File: src/hw/tbu_cfg.svh
/*
 * register offsets, field positions, reset values and widths of the timer time base.
 * assumes nothing of its surroundings; included by the package, the time base, the monitor and the testbench.
 */
`ifndef TBU_CFG_SVH
`define TBU_CFG_SVH

// register word offsets on the plain register port
`define TBU_OFS_CONTROL_ONE   4'h0
`define TBU_OFS_STATUS_FLAGS  4'h1
`define TBU_OFS_EVENT_GEN     4'h2
`define TBU_OFS_COUNT_VALUE   4'h3
`define TBU_OFS_PRESCALE      4'h4
`define TBU_OFS_RELOAD        4'h5
`define TBU_OFS_REPEAT        4'h6
`define TBU_OFS_IRQ_ENABLE    4'h7
`define TBU_OFS_IRQ_CLEAR     4'h8

// control_one fields
`define TBU_BIT_COUNTER_ENABLE 0
`define TBU_BIT_UPDATE_DISABLE 1
`define TBU_BIT_UPDATE_REQ_SEL 2
`define TBU_BIT_RELOAD_PRE_EN  7

// status and event fields
`define TBU_BIT_UPDATE_FLAG    0
`define TBU_BIT_UPDATE_GEN     0

// widths and reset values
`define TBU_CNT_WIDTH          32
`define TBU_PRE_WIDTH          16
`define TBU_REP_WIDTH          8
`define TBU_RELOAD_RESET       32'hffffffff

`endif

File: src/hw/tbu_pkg.sv
/*
 * types shared by the timer time-base modules.
 * assumes tbu_cfg.svh sits on the include path.
 */
`include "tbu_cfg.svh"

package tbu_pkg;

    // a register port request, one cycle wide
    typedef struct packed {
        logic        wr;
        logic        rd;
        logic [3:0]  addr;
        logic [31:0] wdata;
    } tbu_req_s;

    // control_one register contents
    typedef struct packed {
        logic reload_preload_enable;
        logic update_request_select;
        logic update_disable;
        logic counter_enable;
    } tbu_ctrl_s;

endpackage

File: src/hw/tbu_prescaler.sv
/*
 * buffered prescaler: divides the timer clock by the active ratio plus one.
 * assumes one clock, synchronous active-low reset; load strobe comes from the update event.
 */
`timescale 1ns/1ns
`default_nettype none

module tbu_prescaler #(
    parameter int PRE_WIDTH = 16
) (
    // clock and reset
    input  wire logic                 clk,
    input  wire logic                 rst_n,
    // control
    input  wire logic                 run,
    input  wire logic                 restart,
    input  wire logic                 load,
    input  wire logic [PRE_WIDTH-1:0] preload,
    // result
    output var  logic                 tick
);
    import tbu_pkg::*;

    logic [PRE_WIDTH-1:0] ratio;
    logic [PRE_WIDTH-1:0] count;

    // elaboration-time width check
    if (PRE_WIDTH < 1 || PRE_WIDTH > 16) begin : g_bad_width
        $error("prescaler width must lie between 1 and 16");
    end

    // active ratio is loaded only on an update event
    always_ff @(posedge clk) begin
        if (!rst_n) begin
            ratio <= '0;
        end else if (load) begin
            ratio <= preload;
        end
    end

    // prescale counter, restarted by any overflow or update
    always_ff @(posedge clk) begin
        if (!rst_n || restart) begin
            count <= '0;
        end else if (run) begin
            count <= (count == ratio) ? '0 : count + 1'b1;
        end
    end

    // one counter_clock tick per ratio+1 enabled cycles
    assign tick = run && (count == ratio);

endmodule

`default_nettype wire

File: src/hw/tbu_time_base.sv
/*
 * time-base unit of an advanced timer, upcounting mode only.
 * assumes one 20 MHz clock, synchronous active-low reset and a plain register port
 * whose read data appear in the cycle after the read strobe.
 */
// Function
// - auto-reload counter, 32 bits wide, clocked from prescaler output
// - divide counter clock by 1 to 65536 with 16-bit prescaler
// - new prescaler value takes effect only at next update event
// - counter, reload and prescaler values readable and writable any time
// - reload value accesses go to preload; shadow holds active value
// - preload copies continuously when enable clear, else at update only
// - overflow raises update event unless update disable set
// - counter advances only while counter enable set
// - counting begins one clock after counter enable set
// - count 0 to reload value, wrap to 0, signal overflow
// - with repetition, update after repeat value plus one overflows
// - update generate bit raises update immediately
// - update disable suppresses all updates; prescaler shadow unchanged, reload shadow too unless enable clear
// - with updates disabled, overflow still restarts counter and prescaler
// - request select set: software update sets no flag or interrupt
// - update reloads repetition, reload shadow, prescaler; sets flag
// - interrupt request available on update events
`timescale 1ns/1ns
`default_nettype none

`include "tbu_cfg.svh"

module tbu_time_base #(
    parameter int CNT_WIDTH = `TBU_CNT_WIDTH,
    parameter int PRE_WIDTH = `TBU_PRE_WIDTH,
    parameter int REP_WIDTH = `TBU_REP_WIDTH
) (
    // clock and reset
    input  wire logic        SYS_CLK,
    input  wire logic        RESETN,
    // register port
    input  wire logic [3:0]  REG_ADDR,
    input  wire logic [31:0] REG_WDATA,
    input  wire logic        REG_WR,
    input  wire logic        REG_RD,
    output var  logic [31:0] REG_RDATA,
    // time-base events
    output var  logic        UPDATE_EVENT,
    output var  logic        OVERFLOW,
    output var  logic        IRQ
);
    import tbu_pkg::*;

    // elaboration-time parameter checks
    if (CNT_WIDTH < 2 || CNT_WIDTH > 32) begin : g_bad_cnt
        $error("counter width must lie between 2 and 32");
    end
    if (REP_WIDTH < 1 || REP_WIDTH > 16) begin : g_bad_rep
        $error("repetition width must lie between 1 and 16");
    end

    tbu_req_s              req;
    tbu_ctrl_s             ctrl;
    logic                  running;
    logic [CNT_WIDTH-1:0]  count_value;
    logic [PRE_WIDTH-1:0]  prescale_value;
    logic [CNT_WIDTH-1:0]  reload_value;
    logic [CNT_WIDTH-1:0]  reload_shadow;
    logic [REP_WIDTH-1:0]  repeat_count_value;
    logic [REP_WIDTH-1:0]  repeat_left;
    logic                  update_flag;
    logic                  irq_enable;
    logic                  counter_clock;
    logic                  wrap;
    logic                  soft_update;
    logic                  hw_update;
    logic                  update_event;
    logic                  set_flag;
    logic                  clear_flag;
    logic                  cnt_write;
    logic [31:0]           next_rdata;

    // bundle the register port
    assign req.wr    = REG_WR;
    assign req.rd    = REG_RD;
    assign req.addr  = REG_ADDR;
    assign req.wdata = REG_WDATA;

    // control_one register
    always_ff @(posedge SYS_CLK) begin
        if (!RESETN) begin
            ctrl <= '0;
        end else if (req.wr && req.addr == `TBU_OFS_CONTROL_ONE) begin
            ctrl.counter_enable        <= req.wdata[`TBU_BIT_COUNTER_ENABLE];
            ctrl.update_disable        <= req.wdata[`TBU_BIT_UPDATE_DISABLE];
            ctrl.update_request_select <= req.wdata[`TBU_BIT_UPDATE_REQ_SEL];
            ctrl.reload_preload_enable <= req.wdata[`TBU_BIT_RELOAD_PRE_EN];
        end
    end

    // enable takes effect one clock after it is written
    always_ff @(posedge SYS_CLK) begin
        if (!RESETN) begin
            running <= 1'b0;
        end else begin
            running <= ctrl.counter_enable;
        end
    end

    // preload registers written by software
    always_ff @(posedge SYS_CLK) begin
        if (!RESETN) begin
            prescale_value     <= '0;
            reload_value       <= CNT_WIDTH'(`TBU_RELOAD_RESET);
            repeat_count_value <= '0;
            irq_enable         <= 1'b0;
        end else if (req.wr) begin
            unique case (req.addr)
                `TBU_OFS_PRESCALE:   prescale_value     <= req.wdata[PRE_WIDTH-1:0];
                `TBU_OFS_RELOAD:     reload_value       <= req.wdata[CNT_WIDTH-1:0];
                `TBU_OFS_REPEAT:     repeat_count_value <= req.wdata[REP_WIDTH-1:0];
                `TBU_OFS_IRQ_ENABLE: irq_enable         <= req.wdata[`TBU_BIT_UPDATE_FLAG];
                default: ;
            endcase
        end
    end

    // prescaler: ratio buffered until update, factor is value plus one
    tbu_prescaler #(
        .PRE_WIDTH (PRE_WIDTH)
    ) u_prescaler (
        .clk     (SYS_CLK),
        .rst_n   (RESETN),
        .run     (running),
        .restart (wrap || soft_update),
        .load    (update_event),
        .preload (prescale_value),
        .tick    (counter_clock)
    );

    // overflow when the counter reaches the active reload value
    assign wrap        = counter_clock && (count_value == reload_shadow);
    assign soft_update = req.wr && req.addr == `TBU_OFS_EVENT_GEN
                         && req.wdata[`TBU_BIT_UPDATE_GEN];
    assign hw_update   = wrap && (repeat_left == '0);
    assign update_event = !ctrl.update_disable && (hw_update || soft_update);
    assign cnt_write   = req.wr && req.addr == `TBU_OFS_COUNT_VALUE;

    // main counter: up from 0 to reload, wrap to 0
    always_ff @(posedge SYS_CLK) begin
        if (!RESETN) begin
            count_value <= '0;
        end else if (cnt_write) begin
            count_value <= req.wdata[CNT_WIDTH-1:0];
        end else if (soft_update || wrap) begin
            count_value <= '0;
        end else if (counter_clock) begin
            count_value <= count_value + 1'b1;
        end
    end

    // repetition down-counter, reloaded on every update
    always_ff @(posedge SYS_CLK) begin
        if (!RESETN) begin
            repeat_left <= '0;
        end else if (update_event) begin
            repeat_left <= repeat_count_value;
        end else if (wrap && repeat_left != '0) begin
            repeat_left <= repeat_left - 1'b1;
        end
    end

    // reload shadow: continuous copy or copy on update
    always_ff @(posedge SYS_CLK) begin
        if (!RESETN) begin
            reload_shadow <= CNT_WIDTH'(`TBU_RELOAD_RESET);
        end else if (!ctrl.reload_preload_enable || update_event) begin
            reload_shadow <= reload_value;
        end
    end

    // update flag: set wins over a software clear in the same cycle
    assign set_flag   = update_event && !(soft_update && ctrl.update_request_select);
    assign clear_flag = (req.wr && req.addr == `TBU_OFS_STATUS_FLAGS
                         && !req.wdata[`TBU_BIT_UPDATE_FLAG])
                        || (req.wr && req.addr == `TBU_OFS_IRQ_CLEAR
                         && req.wdata[`TBU_BIT_UPDATE_FLAG]);
    always_ff @(posedge SYS_CLK) begin
        if (!RESETN) begin
            update_flag <= 1'b0;
        end else if (set_flag) begin
            update_flag <= 1'b1;
        end else if (clear_flag) begin
            update_flag <= 1'b0;
        end
    end

    // registered event outputs and interrupt level
    always_ff @(posedge SYS_CLK) begin
        if (!RESETN) begin
            UPDATE_EVENT <= 1'b0;
            OVERFLOW     <= 1'b0;
            IRQ          <= 1'b0;
        end else begin
            UPDATE_EVENT <= update_event;
            OVERFLOW     <= wrap;
            IRQ          <= irq_enable && (update_flag || set_flag);
        end
    end

    // read data mux
    always_comb begin
        next_rdata = '0;
        unique case (req.addr)
            `TBU_OFS_CONTROL_ONE: begin
                next_rdata[`TBU_BIT_COUNTER_ENABLE] = ctrl.counter_enable;
                next_rdata[`TBU_BIT_UPDATE_DISABLE] = ctrl.update_disable;
                next_rdata[`TBU_BIT_UPDATE_REQ_SEL] = ctrl.update_request_select;
                next_rdata[`TBU_BIT_RELOAD_PRE_EN]  = ctrl.reload_preload_enable;
            end
            `TBU_OFS_STATUS_FLAGS: next_rdata[`TBU_BIT_UPDATE_FLAG] = update_flag;
            `TBU_OFS_COUNT_VALUE:  next_rdata[CNT_WIDTH-1:0] = count_value;
            `TBU_OFS_PRESCALE:     next_rdata[PRE_WIDTH-1:0] = prescale_value;
            `TBU_OFS_RELOAD:       next_rdata[CNT_WIDTH-1:0] = reload_value;
            `TBU_OFS_REPEAT:       next_rdata[REP_WIDTH-1:0] = repeat_count_value;
            `TBU_OFS_IRQ_ENABLE:   next_rdata[`TBU_BIT_UPDATE_FLAG] = irq_enable;
            default:               next_rdata = '0;
        endcase
    end

    // read data appear the cycle after the strobe, zero otherwise
    always_ff @(posedge SYS_CLK) begin
        if (!RESETN) begin
            REG_RDATA <= '0;
        end else begin
            REG_RDATA <= req.rd ? next_rdata : 32'h0;
        end
    end

endmodule

`default_nettype wire

File: config.mk
export PLATFORM = sky130hd
export DESIGN_NAME = tbu_time_base
export DESIGN_NICKNAME = d
export VERILOG_FILES = /design/src/hw/tbu_pkg.sv /design/src/hw/tbu_prescaler.sv /design/src/hw/tbu_time_base.sv
export VERILOG_INCLUDE_DIRS = /design/src /design/src/hw
export SDC_FILE = /design/constraint.sdc
export NUM_CORES = 1
export LEC_CHECK = 0
export BUFFER_PORTS_ARGS = -buffer_cell sky130_fd_sc_hd__buf_2
export CAP_MARGIN = 20
export CORE_MARGIN = 1
export CORE_UTILIZATION = 37
export DETAILED_ROUTE_END_ITERATION = 8
export HOLD_SLACK_MARGIN = 0.1
export SETUP_SLACK_MARGIN = 0.05
export SLEW_MARGIN = 30
export SYNTH_ARGS = -nofsm -noshare
export SYNTH_HDL_FRONTEND = slang
export SYNTH_SLANG_ARGS = --single-unit
File: constraint.sdc
create_clock -name SYS_CLK -period 2.7 [get_ports SYS_CLK]
set_input_delay 0.54 -clock SYS_CLK [delete_from_list [all_inputs] [get_ports SYS_CLK]]
set_output_delay 0.54 -clock SYS_CLK [all_outputs]
set_load 0.005 [all_outputs]
# Word level (Yosys, flattened, before mapping)
# Index checks and enable logic that the tools add are counted.
# classes
n_bitwise	0
eq_ne	10
shifts	0
multipliers	0
n_addsub	3
n_lt_le_gt_ge	0
muxes	14
reduce_logical	38
div	0
# ops
op	count
32-bit 2-to-1 mux	3
32-bit by 1-bit adder with 32-bit output, second input constant	1
32-bit equality test	1
16-bit case mux with 2 select lines	1
8-bit case mux with 3 select lines	1
16-bit by 1-bit adder with 16-bit output, second input constant	1
16-bit equality test	1
4-bit by 3-bit equality test with 1-bit output, second input constant	4
1-bit logical AND	16
16-bit 2-to-1 mux	1
8-bit 2-to-1 mux	2
4-bit case mux with 4 select lines	1
2-bit case mux with 5 select lines	1
2-bit AND reduction	5
4-bit by 2-bit equality test with 1-bit output, second input constant	2
8-bit zero test	1
8-bit nonzero test	1
8-bit by 1-bit subtractor with 8-bit output, second input constant	1
1-bit case mux with 7 select lines	1
1-bit logical OR	6
1-bit zero test	5
1-bit case mux with 5 select lines	1
4-bit by 1-bit equality test with 1-bit output, second input constant	1
4-bit equality test, second input constant	1
other kinds (4)	6
# word_totals
elab_cells	84
ramBits	0
mem_bits_ro	0
input_bits	40
mem_count	0
latch_bits	0
output_inout_bits	35
ff_bits	202

# Longest topological paths before layout
# Gate-level depths: netlist of run 1.
# depth
depth_word	9
mapped_depth	11
depth_no_buf	8

# Modules after synthesis
# From an unflattened synthesis of run 1, not the netlist that was laid out.
# hier_totals
hier_cells	1107
hier_area_um2	9546.7
# by_module_without_submodules
mod	cells_each	area_per_inst_um2	seq_area_each_um2	instances
tbu_time_base	955	7991.4	3403.3	1
tbu_prescaler	152	1555.2	640.6	1

# Worst setup path after synthesis of run 1
# OpenSTA, ideal clock, no wires.
# synth_timing
path_kind	in2reg
start	input port REG_ADDR[3]
end	register count_value[25]
cell_stages	9
arrival_ns	2.299
required_ns	2.626
path_slack_ns	0.326
setup_time_ns	0.074
n_path_buf	3
cell_sequence	buf_4 -> and4bb_1 -> and2_1 -> buf_2 -> nor2_2 -> a21boi_2 -> buf_6 -> or4_1 -> a31oi_1
# synth_via
elab_chain_len	6
elab_cells_between_ends	9
classes_between	eq/ne (2); mux (2); reduce/logical (5)
# synth_rtl
item	line	rtl
from (decl)	tbu_time_base.sv:38	input wire logic [3:0] REG_ADDR,
4-bit by 2-bit equality test with 1-bit output (no line)	--	
1-bit logical AND (no line)	--	
1-bit logical AND	tbu_time_base.sv:139	assign soft_update = req.wr && req.addr == `TBU_OFS_EVENT_GEN
1-bit logical OR	tbu_time_base.sv:151	end else if (soft_update || wrap) begin
32-bit 2-to-1 mux	tbu_time_base.sv:151	
32-bit 2-to-1 mux	tbu_time_base.sv:149	end else if (cnt_write) begin
to (signal assigned)	tbu_time_base.sv:150	count_value <= req.wdata[CNT_WIDTH-1:0];
to (signal assigned)	tbu_time_base.sv:154	count_value <= count_value + 1'b1;
to (decl)	tbu_time_base.sv:61	logic [CNT_WIDTH-1:0] count_value;
# Several ways; a longest one is shown, not always the timed one.
# A chain may end at the register's enable or synchronous reset.

# Worst setup path in the final report of run 1
# layout_timing
start	register count_value[17]
end	register reload_shadow[11]
# layout_via
elab_chain_len	6
# layout_rtl
item	line	rtl
32-bit equality test	tbu_time_base.sv:138	assign wrap = counter_clock && (count_value == reload_shadow);
1-bit logical AND	tbu_time_base.sv:138	
1-bit logical AND	tbu_time_base.sv:141	assign hw_update = wrap && (repeat_left == '0);
1-bit logical OR	tbu_time_base.sv:142	assign update_event = !ctrl.update_disable && (hw_update || soft_update);
1-bit logical AND	tbu_time_base.sv:142	
1-bit logical OR	tbu_time_base.sv:173	end else if (!ctrl.reload_preload_enable || update_event) begin
to (signal assigned)	tbu_time_base.sv:172	reload_shadow <= CNT_WIDTH'(`TBU_RELOAD_RESET);
to (signal assigned)	tbu_time_base.sv:174	reload_shadow <= reload_value;
to (decl)	tbu_time_base.sv:64	logic [CNT_WIDTH-1:0] reload_shadow;
# No other way between the ends.

==> impl_table.tex, run 1 <==
\begin{tabular}{lr}
\hline
Metric & Value \\
\hline
\multicolumn{2}{l}{\textbf{Placed design}} \\
\quad Estimated wirelength of the detail-placed design & approximately 18000 um \\
\quad Cell count after placement & 1460 \\
\quad DP Worst Slack & roughly 200 ps \\
\quad GPL Wtd Cong & 0.860 \\
\quad Dpl cell area & 10200 sq um \\
\quad Port Buf Inserts & 74 \\
\multicolumn{2}{l}{\textbf{Timing}} \\
\quad Final Cycle Share & 94.2\% \\
\quad Rel. slew slack & 59.8\% \\
\quad Final-layout setup total negative slack & 0 ps \\
\quad Final-report max-slew violation count & 0 \\
\quad Maximum achievable frequency & 393 MHz \\
\quad Final setup fails & 0 \\
\quad Fin. Hold Viols & 0 \\
\quad Slew at the pin closest to its max-slew limit & 602 ps \\
\quad Least setup slack across all paths after layout & 157 ps \\
\quad Shortest period the worst path allows & $\sim$2500 ps \\
\quad Fin Clk Skew & 13.4 ps \\
\quad Setup repair after global routing missed its margin & false \\
\quad Hold WS & 253 ps \\
\multicolumn{2}{l}{\textbf{Yosys}} \\
\quad Cell variety after synth & 62 \\
\quad Number of enable flip-flop cells after synthesis & 0 \\
\quad Post-synth top area share & 44.2\% \\
\quad Yosys warns & 0 \\
\quad Fraction of registers with async set or reset after synthesis & 0\% \\
\quad Most used standard cells in the synthesized netlist & dfxtp\_1, nand2\_1, nor2\_1 \\
\quad Sequential fraction of the synthesis area & between 40\% and 50\% \\
\quad Post-synth design cell area & 9140 sq um \\
\quad Post-synthesis sequential element count & 202 \\
\quad Library cell occupying the most area in the post-synthesis netlist & dfxtp\_1 \\
\quad Mapped Avg Cell Area & 8.63 sq um \\
\quad Dominant register cell in the synthesized netlist & dfxtp\_1 \\
\quad Synthesized instance count & 1059 \\
\quad Net Count, Synth & 1103 \\
\quad Most frequent cell after synthesis & dfxtp\_1 \\
\quad Ranking of synthesized cells by area & dfxtp\_1, nand2\_1, mux2i\_1 \\
\multicolumn{2}{l}{\textbf{Drt}} \\
\quad Number of detailed-routing iterations run before antenna repair & 6 \\
\quad Total via count after detailed routing & 8058 \\
\quad Post-detailed-route wirelength per cell & approximately 18 um \\
\quad First-iteration detailed-routing DRC count & 655 \\
\quad Remaining design rule violation count & 0 \\
\quad Antenna Violating Nets Remaining & 0 \\
\quad Aggregate routed wire length & 26300 um \\
\quad Via count normalized by instance count & around 5.4 \\
\multicolumn{2}{l}{\textbf{Worst setup path}} \\
\quad Critical path capture point type & register \\
\quad Worst path bufs/invs & 1 \\
\quad Crit path max fanout & 19 \\
\quad Max stage delay on crit path & 430 ps \\
\quad Worst Path Class, Setup & register to register \\
\quad Worst-path cell with the longest stage delay & o311ai\_4 \\
\quad Family of cells with the greatest summed delay on the critical path & simple AND/OR/NAND/NOR gates \\
\quad Start point of the critical path & count\_value[17]\$\_SDFFE\_PN0P\_ \\
\quad Category of the worst setup path launch point & register \\
\quad Beginning of the worst register-to-register path & count\_value[17]\$\_SDFFE\_PN0P\_ \\
\quad CP Cell Sequence & xnor2\_1 > nand4\_1 > nor4\_2 > nand4\_4 > o311ai\_4 > buf\_12 > mux2i\_1 > nand2\_1 \\
\quad Arrival time of the worst setup path & 2930 ps \\
\quad Required arrival time at the worst endpoint & 3080 ps \\
\multicolumn{2}{l}{\textbf{CTS}} \\
\quad CTS sink cnt & around 200 \\
\quad Buffer cell driving the clock tree root & clkbuf\_16 \\
\quad Clk pin slew, worst setup/hold paths & 60 ps \\
\quad CTS tree & built \\
\quad TritonCTS Buffers & 24 \\
\quad Clock Path Buffers & 3 \\
\quad Post-CTS Repair Setup Buffers & 0 \\
\quad CTS hold repair buffers & 0 \\
\quad Insertion delay of the later-clocked pin in the worst-skew pair & $\sim$520 ps \\
\quad H-tree depth & 1 \\
\multicolumn{2}{l}{\textbf{Cells and area}} \\
\quad Fill cell total of the finished layout & between 2000 and 2500 \\
\quad Register cell area after layout & 4040 sq um \\
\quad Area added between synthesis and finish & 20.9\% \\
\quad Share of the core filled with cells & 45.6\% \\
\quad Antenna fix cells & 0 \\
\quad Combined area of the multi-input logic cells & 4700 sq um \\
\quad Post-route standard cell area excluding fillers & around 11000 sq um \\
\quad Post-layout nets & approximately 1200 \\
\quad Share of layout cells above drive strength 1 & 18.1\% \\
\quad Filler-free cell count of the finished design & 1503 \\
\multicolumn{2}{l}{\textbf{Flow run}} \\
\quad Maximum capacitance violations & 0 \\
\multicolumn{2}{l}{\textbf{Global route}} \\
\quad Most utilized layer in the global route result & met2 \\
\quad Global-route met2 utilization & 33.2\% \\
\quad Pin count of the biggest net entering global routing & 80 \\
\quad First-pass GRT wire length & 42200 um \\
\quad Number of antenna violations at the first check in global routing & 0 \\
\quad Global route total overflow & 0 \\
\quad Met3 demand-to-capacity share in global routing & under 10\% \\
\quad Met1 global-route usage & between 20\% and 30\% \\
\quad Overall routing resource usage & 20.5\% \\
\quad Number of global-route vias before repair & 7737 \\
\multicolumn{2}{l}{\textbf{Floorplanning}} \\
\quad Die height & roughly 160 um \\
\quad Starting density of the core & $\sim$38\% \\
\quad Row Count & 57 \\
\quad Floorplan die area & 25300 sq um \\
\quad Top Ports & 75 \\
\quad Die extent in x & $\sim$160 um \\
\quad Area of the core & 24200 sq um \\
\multicolumn{2}{l}{\textbf{Outcome}} \\
\quad Outcome & finished clean \\
\multicolumn{2}{l}{\textbf{Pwr}} \\
\quad Highest ir drop seen on vdd & between 0.4 and 0.5 mV \\
\quad Total design power & 6.83 mW \\
\quad Leakage power total & between 4 and 5 nW \\
\quad Power per unit of standard cell area & 618 nW/um\^{}2 \\
\multicolumn{2}{l}{\textbf{Min path}} \\
\quad Hold path startpoint & REG\_WDATA[27] \\
\quad Hold crit path type & primary input to register \\
\hline
\end{tabular}
## path summary, 6_finish.rpt
path / to / slack, ps / depth (start not counted)
worst max-delay path: reload_shadow[11]$_SDFFE_PN1P_ / 160 / 8
worst min-delay path: reload_value[27]$_SDFFE_PN1P_ / 250 / 3
worst max register to register: reload_shadow[11]$_SDFFE_PN1P_ / 160 / 8
worst min register to register: repeat_left[5]$_SDFFE_PN0P_ / 460 / 2
## cells in the final DEF (no fill, tap or decap), types with 15 or more instances in the layout
master	n
a21oi_1	55
xor2_1	17
buf_2	74
xnor2_1	54
a22oi_1	37
a31oi_1	15
nor2_1	93
dfxtp_1	202
a222oi_1	16
nand3_1	68
mux2i_1	56
nand4_1	25
nand2_1	191
buf_4	78
clkbuf_16	25
## layer usage
metal | routed length (um) | up-vias
met5 | 0 | -
met4 | 499 | 0
met3 | 1400 | 43
met2 | 12000 | 240
met1 | 12400 | 3812
li1 | - | 3963
## cell type report
cell class	instances	share of cell area (%)
inverter	6	0.204
timing repair buffer	158	9.74
clock inverter	6	0.747
multi-input combinational	770	42.5
clock buffer	37	6.52
sequential	202	36.6
tap	324	3.67
## logic make-up (layout without fill, tap and decap cells)
| kind of cell | count (synthesis) | count (layout) | synth area share [%] |
|---|---|---|---|
| xor+xnor | 71 | 71 | 6.80 |
| flops | 202 | 202 | 44.2 |
| mux | 56 | 56 | 6.13 |
| buf+inv | 87 | 207 | 4.61 |
| fa+ha+maj | 4 | 4 | 0.548 |
| simple gates | 460 | 460 | 23.8 |
| compound gates | 179 | 179 | 13.9 |
## sequential cells by signal, indices dropped and copies added (netlist names), 4 cells and up
signal,count
reload_value,32
reload_shadow,32
u_prescaler.count,16
repeat_left,8
REG_RDATA,32
count_value,32
prescale_value,16
ctrl,4
u_prescaler.ratio,16
repeat_count_value,8
## power breakdown
group          total (mW)  switching [mW]  internal, mW
Sequential           3.09          0.0481          3.04
Combinational       0.493           0.292         0.201
Clock                3.25            1.23          2.02
## worst min-delay path: cells and delay by family
family / cells / cell delay, ps
buf+inv: 1 / 90
simple gates: 2 / 100
## timing repair
item	CTS	global route
endpoints found under the setup margin	0	1
resized for setup	0	2
hold endpoints to repair	0	0
No activity file was read; power rests on OpenSTA's default activity.
==> run 2: changes to the inputs <==
--- a/config.mk
+++ b/config.mk
@@ -10,6 +10,7 @@
 export CAP_MARGIN = 20
 export CORE_MARGIN = 1
 export CORE_UTILIZATION = 37
+export CTS_BUF_LIST = sky130_fd_sc_hd__clkbuf_4 sky130_fd_sc_hd__clkbuf_8
 export DETAILED_ROUTE_END_ITERATION = 8
 export HOLD_SLACK_MARGIN = 0.1
 export SETUP_SLACK_MARGIN = 0.05
==> run 2 against run 1 <==
  * Sequential share of layout area rose by 0.36 points
  * Fmax fell by 0.39%
  * Combinational power barely moved
  * Die area did not move
==> impl_table.tex, run 2 (synthesis results as in run 1) <==
\begin{tabular}{lr}
\hline
Metric & Value \\
\hline
\multicolumn{2}{l}{\textbf{Floorplanning}} \\
\quad Starting density of the core & 37.7\% (unchanged) \\
\quad Row Count & 57 (unchanged) \\
\quad Area of the core & 24200 sq um (unchanged) \\
\quad Floorplan die area & 25300 sq um (unchanged) \\
\quad Die height & 159 um (unchanged) \\
\quad Top Ports & 75 (unchanged) \\
\quad Die extent in x & 159 um (unchanged) \\
\multicolumn{2}{l}{\textbf{CTS}} \\
\quad Buffer cell driving the clock tree root & clkbuf\_8 \\
\quad TritonCTS Buffers & 37 (+54\%) \\
\quad Post-cts gate resize count & 0 (unchanged) \\
\quad Clk pin slew, worst setup/hold paths & 60 ps (about the same) \\
\quad Clock Path Buffers & 3 (unchanged) \\
\quad CTS sink cnt & 202 (unchanged) \\
\quad CTS hold repair buffers & 0 (unchanged) \\
\quad H-tree depth & 2 (+1) \\
\quad Insertion delay of the later-clocked pin in the worst-skew pair & 520 ps (about the same) \\
\quad Post-CTS Repair Setup Buffers & 0 (unchanged) \\
\quad CTS tree & built \\
\multicolumn{2}{l}{\textbf{Cells and area}} \\
\quad Most frequent standard cell in the layout excluding fill and tap cells & dfxtp\_1 \\
\quad Post-layout nets & 1219 (+1.1\%) \\
\quad Register cell area after layout & 4040 sq um (unchanged) \\
\quad Combined area of the multi-input logic cells & 4690 sq um (-0.27\%) \\
\quad Share of layout cells above drive strength 1 & 19.6\% (+1.5 points) \\
\quad Fill cell total of the finished layout & 2442 (+1.3\%) \\
\quad Highest-count cells in the layout ignoring fill and taps & dfxtp\_1, nand2\_1, nor2\_1 \\
\quad Antenna fix cells & 0 (unchanged) \\
\quad Area added between synthesis and finish & 19.7\% \\
\multicolumn{2}{l}{\textbf{Worst setup path}} \\
\quad Critical path capture point type & register \\
\quad Family of cells with the greatest summed delay on the critical path & simple AND/OR/NAND/NOR gates \\
\quad Required arrival time at the worst endpoint & 3090 ps (about the same) \\
\quad Max stage delay on crit path & 410 ps (-20 ps) \\
\quad Number of gates on the worst path with buffers counted & 8 (unchanged) \\
\quad Beginning of the worst register-to-register path & count\_value[17]\$\_SDFFE\_PN0P\_ \\
\quad Start point of the critical path & count\_value[17]\$\_SDFFE\_PN0P\_ \\
\quad Reg-to-reg slack, setup & 150 ps (about the same) \\
\quad Crit path max fanout & 10 (-9) \\
\quad Path depth of the worst reg2reg path & 8 (unchanged) \\
\quad Category of the worst setup path launch point & register \\
\quad Worst-path cell with the longest stage delay & and2\_1 \\
\quad Worst r2r dst & count\_value[1]\$\_SDFFE\_PN0P\_ \\
\quad Arrival time of the worst setup path & 2950 ps (+20 ps) \\
\quad CP Cell Sequence & xnor2\_1 > nand4\_1 > nor4\_2 > nand4\_4 > and2\_1 > buf\_4 > a221oi\_1 > nor2\_1 \\
\quad Worst Path Class, Setup & register to register \\
\quad Worst path bufs/invs & 1 (unchanged) \\
\multicolumn{2}{l}{\textbf{Timing}} \\
\quad Fin Clk Skew & 24.2 ps (+10.8 ps) \\
\quad Least setup slack across all paths after layout & 147 ps (-10.0 ps) \\
\quad Rel. slew slack & 60.8\% (+0.96 points) \\
\quad Shortest period the worst path allows & 2550 ps (+10.0 ps) \\
\quad Fin. Hold Viols & 0 (unchanged) \\
\quad Final setup fails & 0 (unchanged) \\
\quad Final-layout setup total negative slack & 0 ps (unchanged) \\
\quad Slew at the pin closest to its max-slew limit & 588 ps (-14.3 ps) \\
\quad Setup repair after global routing missed its margin & false \\
\quad Final Cycle Share & 94.5\% (+0.37 points) \\
\quad Maximum achievable frequency & 392 MHz (-0.39\%) \\
\quad Final-report max-slew violation count & 0 (unchanged) \\
\multicolumn{2}{l}{\textbf{Global route}} \\
\quad Global route total overflow & 0 (unchanged) \\
\quad First-pass GRT wire length & 42300 um (about the same) \\
\quad Number of antenna violations at the first check in global routing & 0 (unchanged) \\
\quad Pin count of the biggest net entering global routing & 80 (unchanged) \\
\quad Overall routing resource usage & 20.7\% (+0.16 points) \\
\quad Number of global-route vias before repair & 7796 (+0.76\%) \\
\multicolumn{2}{l}{\textbf{Placed design}} \\
\quad Port Buf Inserts & 74 (unchanged) \\
\quad GPL Wtd Cong & 0.860 (unchanged) \\
\quad Estimated wirelength of the detail-placed design & 18300 um (unchanged) \\
\quad DP Worst Slack & 200 ps (unchanged) \\
\multicolumn{2}{l}{\textbf{Outcome}} \\
\quad Outcome & finished clean \\
\multicolumn{2}{l}{\textbf{Drt}} \\
\quad Aggregate routed wire length & 26400 um (+0.27\%) \\
\quad Total via count after detailed routing & 8150 (+1.1\%) \\
\quad Via count normalized by instance count & 5.37 (+0.14\%) \\
\quad Post-detailed-route wirelength per cell & 17.4 um (-0.72\%) \\
\quad Antenna Violating Nets Remaining & 0 (unchanged) \\
\quad Remaining design rule violation count & 0 (unchanged) \\
\quad Number of detailed-routing iterations run before antenna repair & 7 (+1) \\
\quad First-iteration detailed-routing DRC count & 766 (+17\%) \\
\multicolumn{2}{l}{\textbf{Min path}} \\
\quad Instance count along the most critical hold path & 3 (unchanged) \\
\quad Worst min-delay path endpoint & reload\_value[20]\$\_SDFFE\_PN1P\_ \\
\quad Hold crit path type & primary input to register \\
\quad Hold path startpoint & REG\_WDATA[20] \\
\multicolumn{2}{l}{\textbf{Pwr}} \\
\quad Highest ir drop seen on vdd & 0.272 mV (-40\%) \\
\quad Leakage power total & 4.47 nW (-0.40\%) \\
\quad Power per unit of standard cell area & 586 nW/um\^{}2 (-5.2\%) \\
\multicolumn{2}{l}{\textbf{Flow run}} \\
\quad Maximum capacitance violations & 0 (unchanged) \\
\hline
\end{tabular}
run 2: how the worst max path moves through the flow:
stage,endpoint
finish,count_value[1]$_SDFFE_PN0P_
global route,count_value[18]$_SDFFE_PN0P_
CTS,reload_shadow[11]$_SDFFE_PN1P_
detailed placement,reload_shadow[11]$_SDFFE_PN1P_
global placement,count_value[13]$_SDFFE_PN0P_
floorplan,count_value[25]$_SDFFE_PN0P_
run 2: through the flow:
stage	power, mW	area, sq um	utilization, %	hold WS, ps	std cells
floorplan	3.43	9140	-	435	1059
CTS	6.49	10900	45.1	243	1518
global route	6.67	10900	45.1	261	1518
finish	6.42	10900	45.1	252	1518
global placement	3.64	10200	42.2	446	1460
detailed placement	3.64	10200	42.2	459	1460
run 2: worst min-delay path: cells and delay by family:
kind                   cells  cell delay [ps]
AND/OR/NAND/NOR            2              100
buffers and inverters      1               90
run 2: area by class of cell:
type	instances	area share, %
multi-input combinational	770	42.8
clock inverter	1	0.0457
timing repair buffer	158	9.83
clock buffer	57	6.43
inverter	6	0.206
tap	324	3.70
sequential	202	36.9
run 2: power by group:
| part | leakage (nW) | total (mW) | internal [mW] | switching (mW) |
|---|---|---|---|---|
| Clock | 0.380 | 2.83 | 1.63 | 1.20 |
| Combinational | 2.45 | 0.491 | 0.201 | 0.290 |
| Sequential | 1.63 | 3.09 | 3.04 | 0.0477 |
run 2: layer usage:
| metal | track usage (%) | wire, um |
|---|---|---|
| met4 | 6.51 | 506 |
| met5 | 0 | 0 |
| met2 | 33.2 | 11900 |
| met1 | 28.6 | 12400 |
| met3 | 2.94 | 1600 |
==> run 3: changes to the inputs <==
--- a/config.mk
+++ b/config.mk
@@ -9,7 +9,7 @@
 export BUFFER_PORTS_ARGS = -buffer_cell sky130_fd_sc_hd__buf_2
 export CAP_MARGIN = 20
 export CORE_MARGIN = 1
-export CORE_UTILIZATION = 37
+export CORE_UTILIZATION = 42
 export CTS_BUF_LIST = sky130_fd_sc_hd__clkbuf_4 sky130_fd_sc_hd__clkbuf_8
 export DETAILED_ROUTE_END_ITERATION = 8
 export HOLD_SLACK_MARGIN = 0.1
==> run 3 against run 2 <==
  * Power is 5.6% higher
  * Combinational power down 1%
  * Utilization up 6.7 points
  * Sequential share of layout area decreased by 0.076 points
  * Critical path depth grew 1
  * Clock skew shrank 11 ps
  * Critical endpoint is now count_value[3]$_SDFFE_PN0P_
  * Largest cell class unchanged
==> impl_table.tex, run 3 (synthesis results as in run 1) <==
\begin{tabular}{lr}
\hline
Metric & Value \\
\hline
\multicolumn{2}{l}{\textbf{Worst setup path}} \\
\quad Required arrival time at the worst endpoint & 3070 ps (-20 ps) \\
\quad Worst-path cell with the longest stage delay & and2\_1 \\
\quad Max stage delay on crit path & 370 ps (-40 ps) \\
\quad Worst Path Class, Setup & register to register \\
\quad Critical path capture point type & register \\
\quad Cell seen most often among critical-path stages & buf\_4 \\
\quad CP Cell Sequence & xnor2\_1 > nand4\_1 > nor4\_2 > nand4\_4 > and2\_1 > buf\_4 > buf\_4 > o21ai\_0 > a21oi\_1 \\
\quad Category of the worst setup path launch point & register \\
\quad Crit path max fanout & 15 (+5) \\
\quad Arrival time of the worst setup path & 2870 ps (-80 ps) \\
\multicolumn{2}{l}{\textbf{Drt}} \\
\quad Antenna Violating Nets Remaining & 0 (unchanged) \\
\quad Total via count after detailed routing & 8153 (+0.037\%) \\
\quad First-iteration detailed-routing DRC count & 631 (-18\%) \\
\quad Number of detailed-routing iterations run before antenna repair & 6 (-1) \\
\quad Remaining design rule violation count & 0 (unchanged) \\
\quad Post-detailed-route wirelength per cell & 17.7 um (+2.0\%) \\
\quad Via count normalized by instance count & 5.55 (+3.4\%) \\
\quad Aggregate routed wire length & 26000 um (-1.3\%) \\
\multicolumn{2}{l}{\textbf{Floorplanning}} \\
\quad Die height & 150 um (-6.1\%) \\
\quad Row Count & 53 (-7.0\%) \\
\quad Top Ports & 75 (unchanged) \\
\quad Die extent in x & 150 um (-6.1\%) \\
\quad Starting density of the core & 43.2\% (+5.5 points) \\
\quad Floorplan die area & 22400 sq um (-12\%) \\
\quad Area of the core & 21200 sq um (-13\%) \\
\multicolumn{2}{l}{\textbf{CTS}} \\
\quad Post-CTS Repair Setup Buffers & 0 (unchanged) \\
\quad Clock Path Buffers & 3 (unchanged) \\
\quad TritonCTS Buffers & 36 (-2.7\%) \\
\quad Insertion delay of the later-clocked pin in the worst-skew pair & 530 ps (about the same) \\
\quad Buffer cell driving the clock tree root & clkbuf\_8 \\
\quad CTS tree & built \\
\quad CTS sink cnt & 202 (unchanged) \\
\quad Clk pin slew, worst setup/hold paths & 60 ps (about the same) \\
\quad H-tree depth & 2 (unchanged) \\
\multicolumn{2}{l}{\textbf{Timing}} \\
\quad Final-layout setup total negative slack & 0 ps (unchanged) \\
\quad Final setup fails & 0 (unchanged) \\
\quad Fin. Hold Viols & 0 (unchanged) \\
\quad Fin Clk Skew & 13.5 ps (-10.8 ps) \\
\quad Rel. slew slack & 40.4\% (-20 points) \\
\quad Slew at the pin closest to its max-slew limit & 893 ps (+306 ps) \\
\quad Maximum achievable frequency & 400 MHz (+2.2\%) \\
\quad Least setup slack across all paths after layout & 202 ps (+54.5 ps) \\
\quad Shortest period the worst path allows & 2500 ps (-54.5 ps) \\
\quad Final-report max-slew violation count & 0 (unchanged) \\
\quad Setup repair after global routing missed its margin & false \\
\quad Final Cycle Share & 92.5\% (-2.0 points) \\
\multicolumn{2}{l}{\textbf{Cells and area}} \\
\quad Post-layout nets & 1212 (-0.57\%) \\
\quad Highest-count cells in the layout ignoring fill and taps & dfxtp\_1, nand2\_1, nor2\_1 \\
\quad Share of layout cells above drive strength 1 & 19.6\% (about the same) \\
\quad Area added between synthesis and finish & 20.0\% \\
\quad Antenna fix cells & 0 (unchanged) \\
\quad Most frequent standard cell in the layout excluding fill and tap cells & dfxtp\_1 \\
\quad Filler-free cell count of the finished design & 1468 (-3.3\%) \\
\multicolumn{2}{l}{\textbf{Global route}} \\
\quad Pin count of the biggest net entering global routing & 53 (-34\%) \\
\quad Global route total overflow & 0 (unchanged) \\
\quad Overall routing resource usage & 23.8\% (+3.1 points) \\
\quad First-pass GRT wire length & 41800 um (-1.1\%) \\
\quad Number of antenna violations at the first check in global routing & 0 (unchanged) \\
\quad Number of global-route vias before repair & 7780 (-0.21\%) \\
\multicolumn{2}{l}{\textbf{Outcome}} \\
\quad Outcome & finished clean \\
\multicolumn{2}{l}{\textbf{Placed design}} \\
\quad Estimated wirelength of the detail-placed design & 18100 um (-0.88\%) \\
\quad DP Worst Slack & 115 ps (-84.2 ps) \\
\quad GPL Wtd Cong & 0.874 (+1.6\%) \\
\quad Cell count after placement & 1405 (-3.8\%) \\
\quad Port Buf Inserts & 74 (unchanged) \\
\multicolumn{2}{l}{\textbf{Pwr}} \\
\quad Power per unit of standard cell area & 618 nW/um\^{}2 (+5.4\%) \\
\quad Highest ir drop seen on vdd & 0.339 mV (+25\%) \\
\quad Leakage power total & 4.50 nW (+0.68\%) \\
\quad Total design power & 6.78 mW (+5.6\%) \\
\multicolumn{2}{l}{\textbf{Min path}} \\
\quad Hold crit path type & primary input to register \\
\multicolumn{2}{l}{\textbf{Flow run}} \\
\quad Maximum capacitance violations & 0 (unchanged) \\
\hline
\end{tabular}
## run 3: cell count changes in the layout (fill, tap and decap cells not counted), moves of 2 or more
cell        change
buf_4           -6
clkinvlp_4      +2
clkbuf_4        -4
clkbuf_8        +5
bufinv_16       +2
## run 3: final timing paths
path	start	end	slack (ps)	cells after the start
max	count_value[17]$_SDFFE_PN0P_	count_value[3]$_SDFFE_PN0P_	200	9
min	REG_WDATA[27]	reload_value[27]$_SDFFE_PN1P_	240	3
max reg2reg	count_value[17]$_SDFFE_PN0P_	count_value[3]$_SDFFE_PN0P_	200	9
min reg2reg	repeat_left[5]$_SDFFE_PN0P_	repeat_left[5]$_SDFFE_PN0P_	470	2
## run 3: cell type report
| cell class | count | area, sq um |
|---|---|---|
| Fill cell | 2034 | 10200 |
| Multi-Input combinational cell | 770 | 4700 |
| Sequential cell | 202 | 4040 |
| Timing Repair Buffer | 152 | 1030 |
| Clock buffer | 58 | 742 |
| Tap cell | 275 | 344 |
| Clock inverter | 5 | 83.8 |
| Inverter | 6 | 22.5 |
## run 3: timing repair
action,4_1_cts,5_1_grt
hold buffers,0,0
hold endpoints to repair,0,0
endpoints found under the setup margin,0,10
gates resized for setup,0,2
## run 3: layer usage
| metal | global-route usage [%] | routed length, um | up-vias | part of all wire, % |
|---|---|---|---|---|
| met5 | 0 | 0 | - | 0 |
| met4 | 8.11 | 540 | 0 | 2.1 |
| met3 | 3.96 | 1520 | 39 | 5.8 |
| met2 | 38.2 | 12100 | 284 | 46 |
| met1 | 32.1 | 11900 | 3859 | 46 |
| li1 | - | - | 3971 | - |
## run 3: worst max-delay path, delay by kind of cell (launching register included)
| kind | cells | cell delay, ps |
|---|---|---|
| AO/OA/AOI/OAI | 2 | 160 |
| flip-flops | 1 | 320 |
| buffers and inverters | 2 | 400 |
| AND/OR/NAND/NOR | 4 | 1120 |
| XOR/XNOR | 1 | 340 |
## run 3: power breakdown
| group | switching [mW] | internal [mW] |
|---|---|---|
| Sequential | 0.0450 | 3.04 |
| Combinational | 0.287 | 0.198 |
| Clock | 1.28 | 1.93 |
| Total | 1.61 | 5.17 |
## run 3: through the flow
step	utilization, %	cell area (sq um)	hold slack [ps]
finish	51.8	11000	241
CTS	51.8	11000	220
global placement	47.9	10100	458
detailed placement	47.9	10100	459
floorplan	-	9140	435
global route	51.8	11000	231
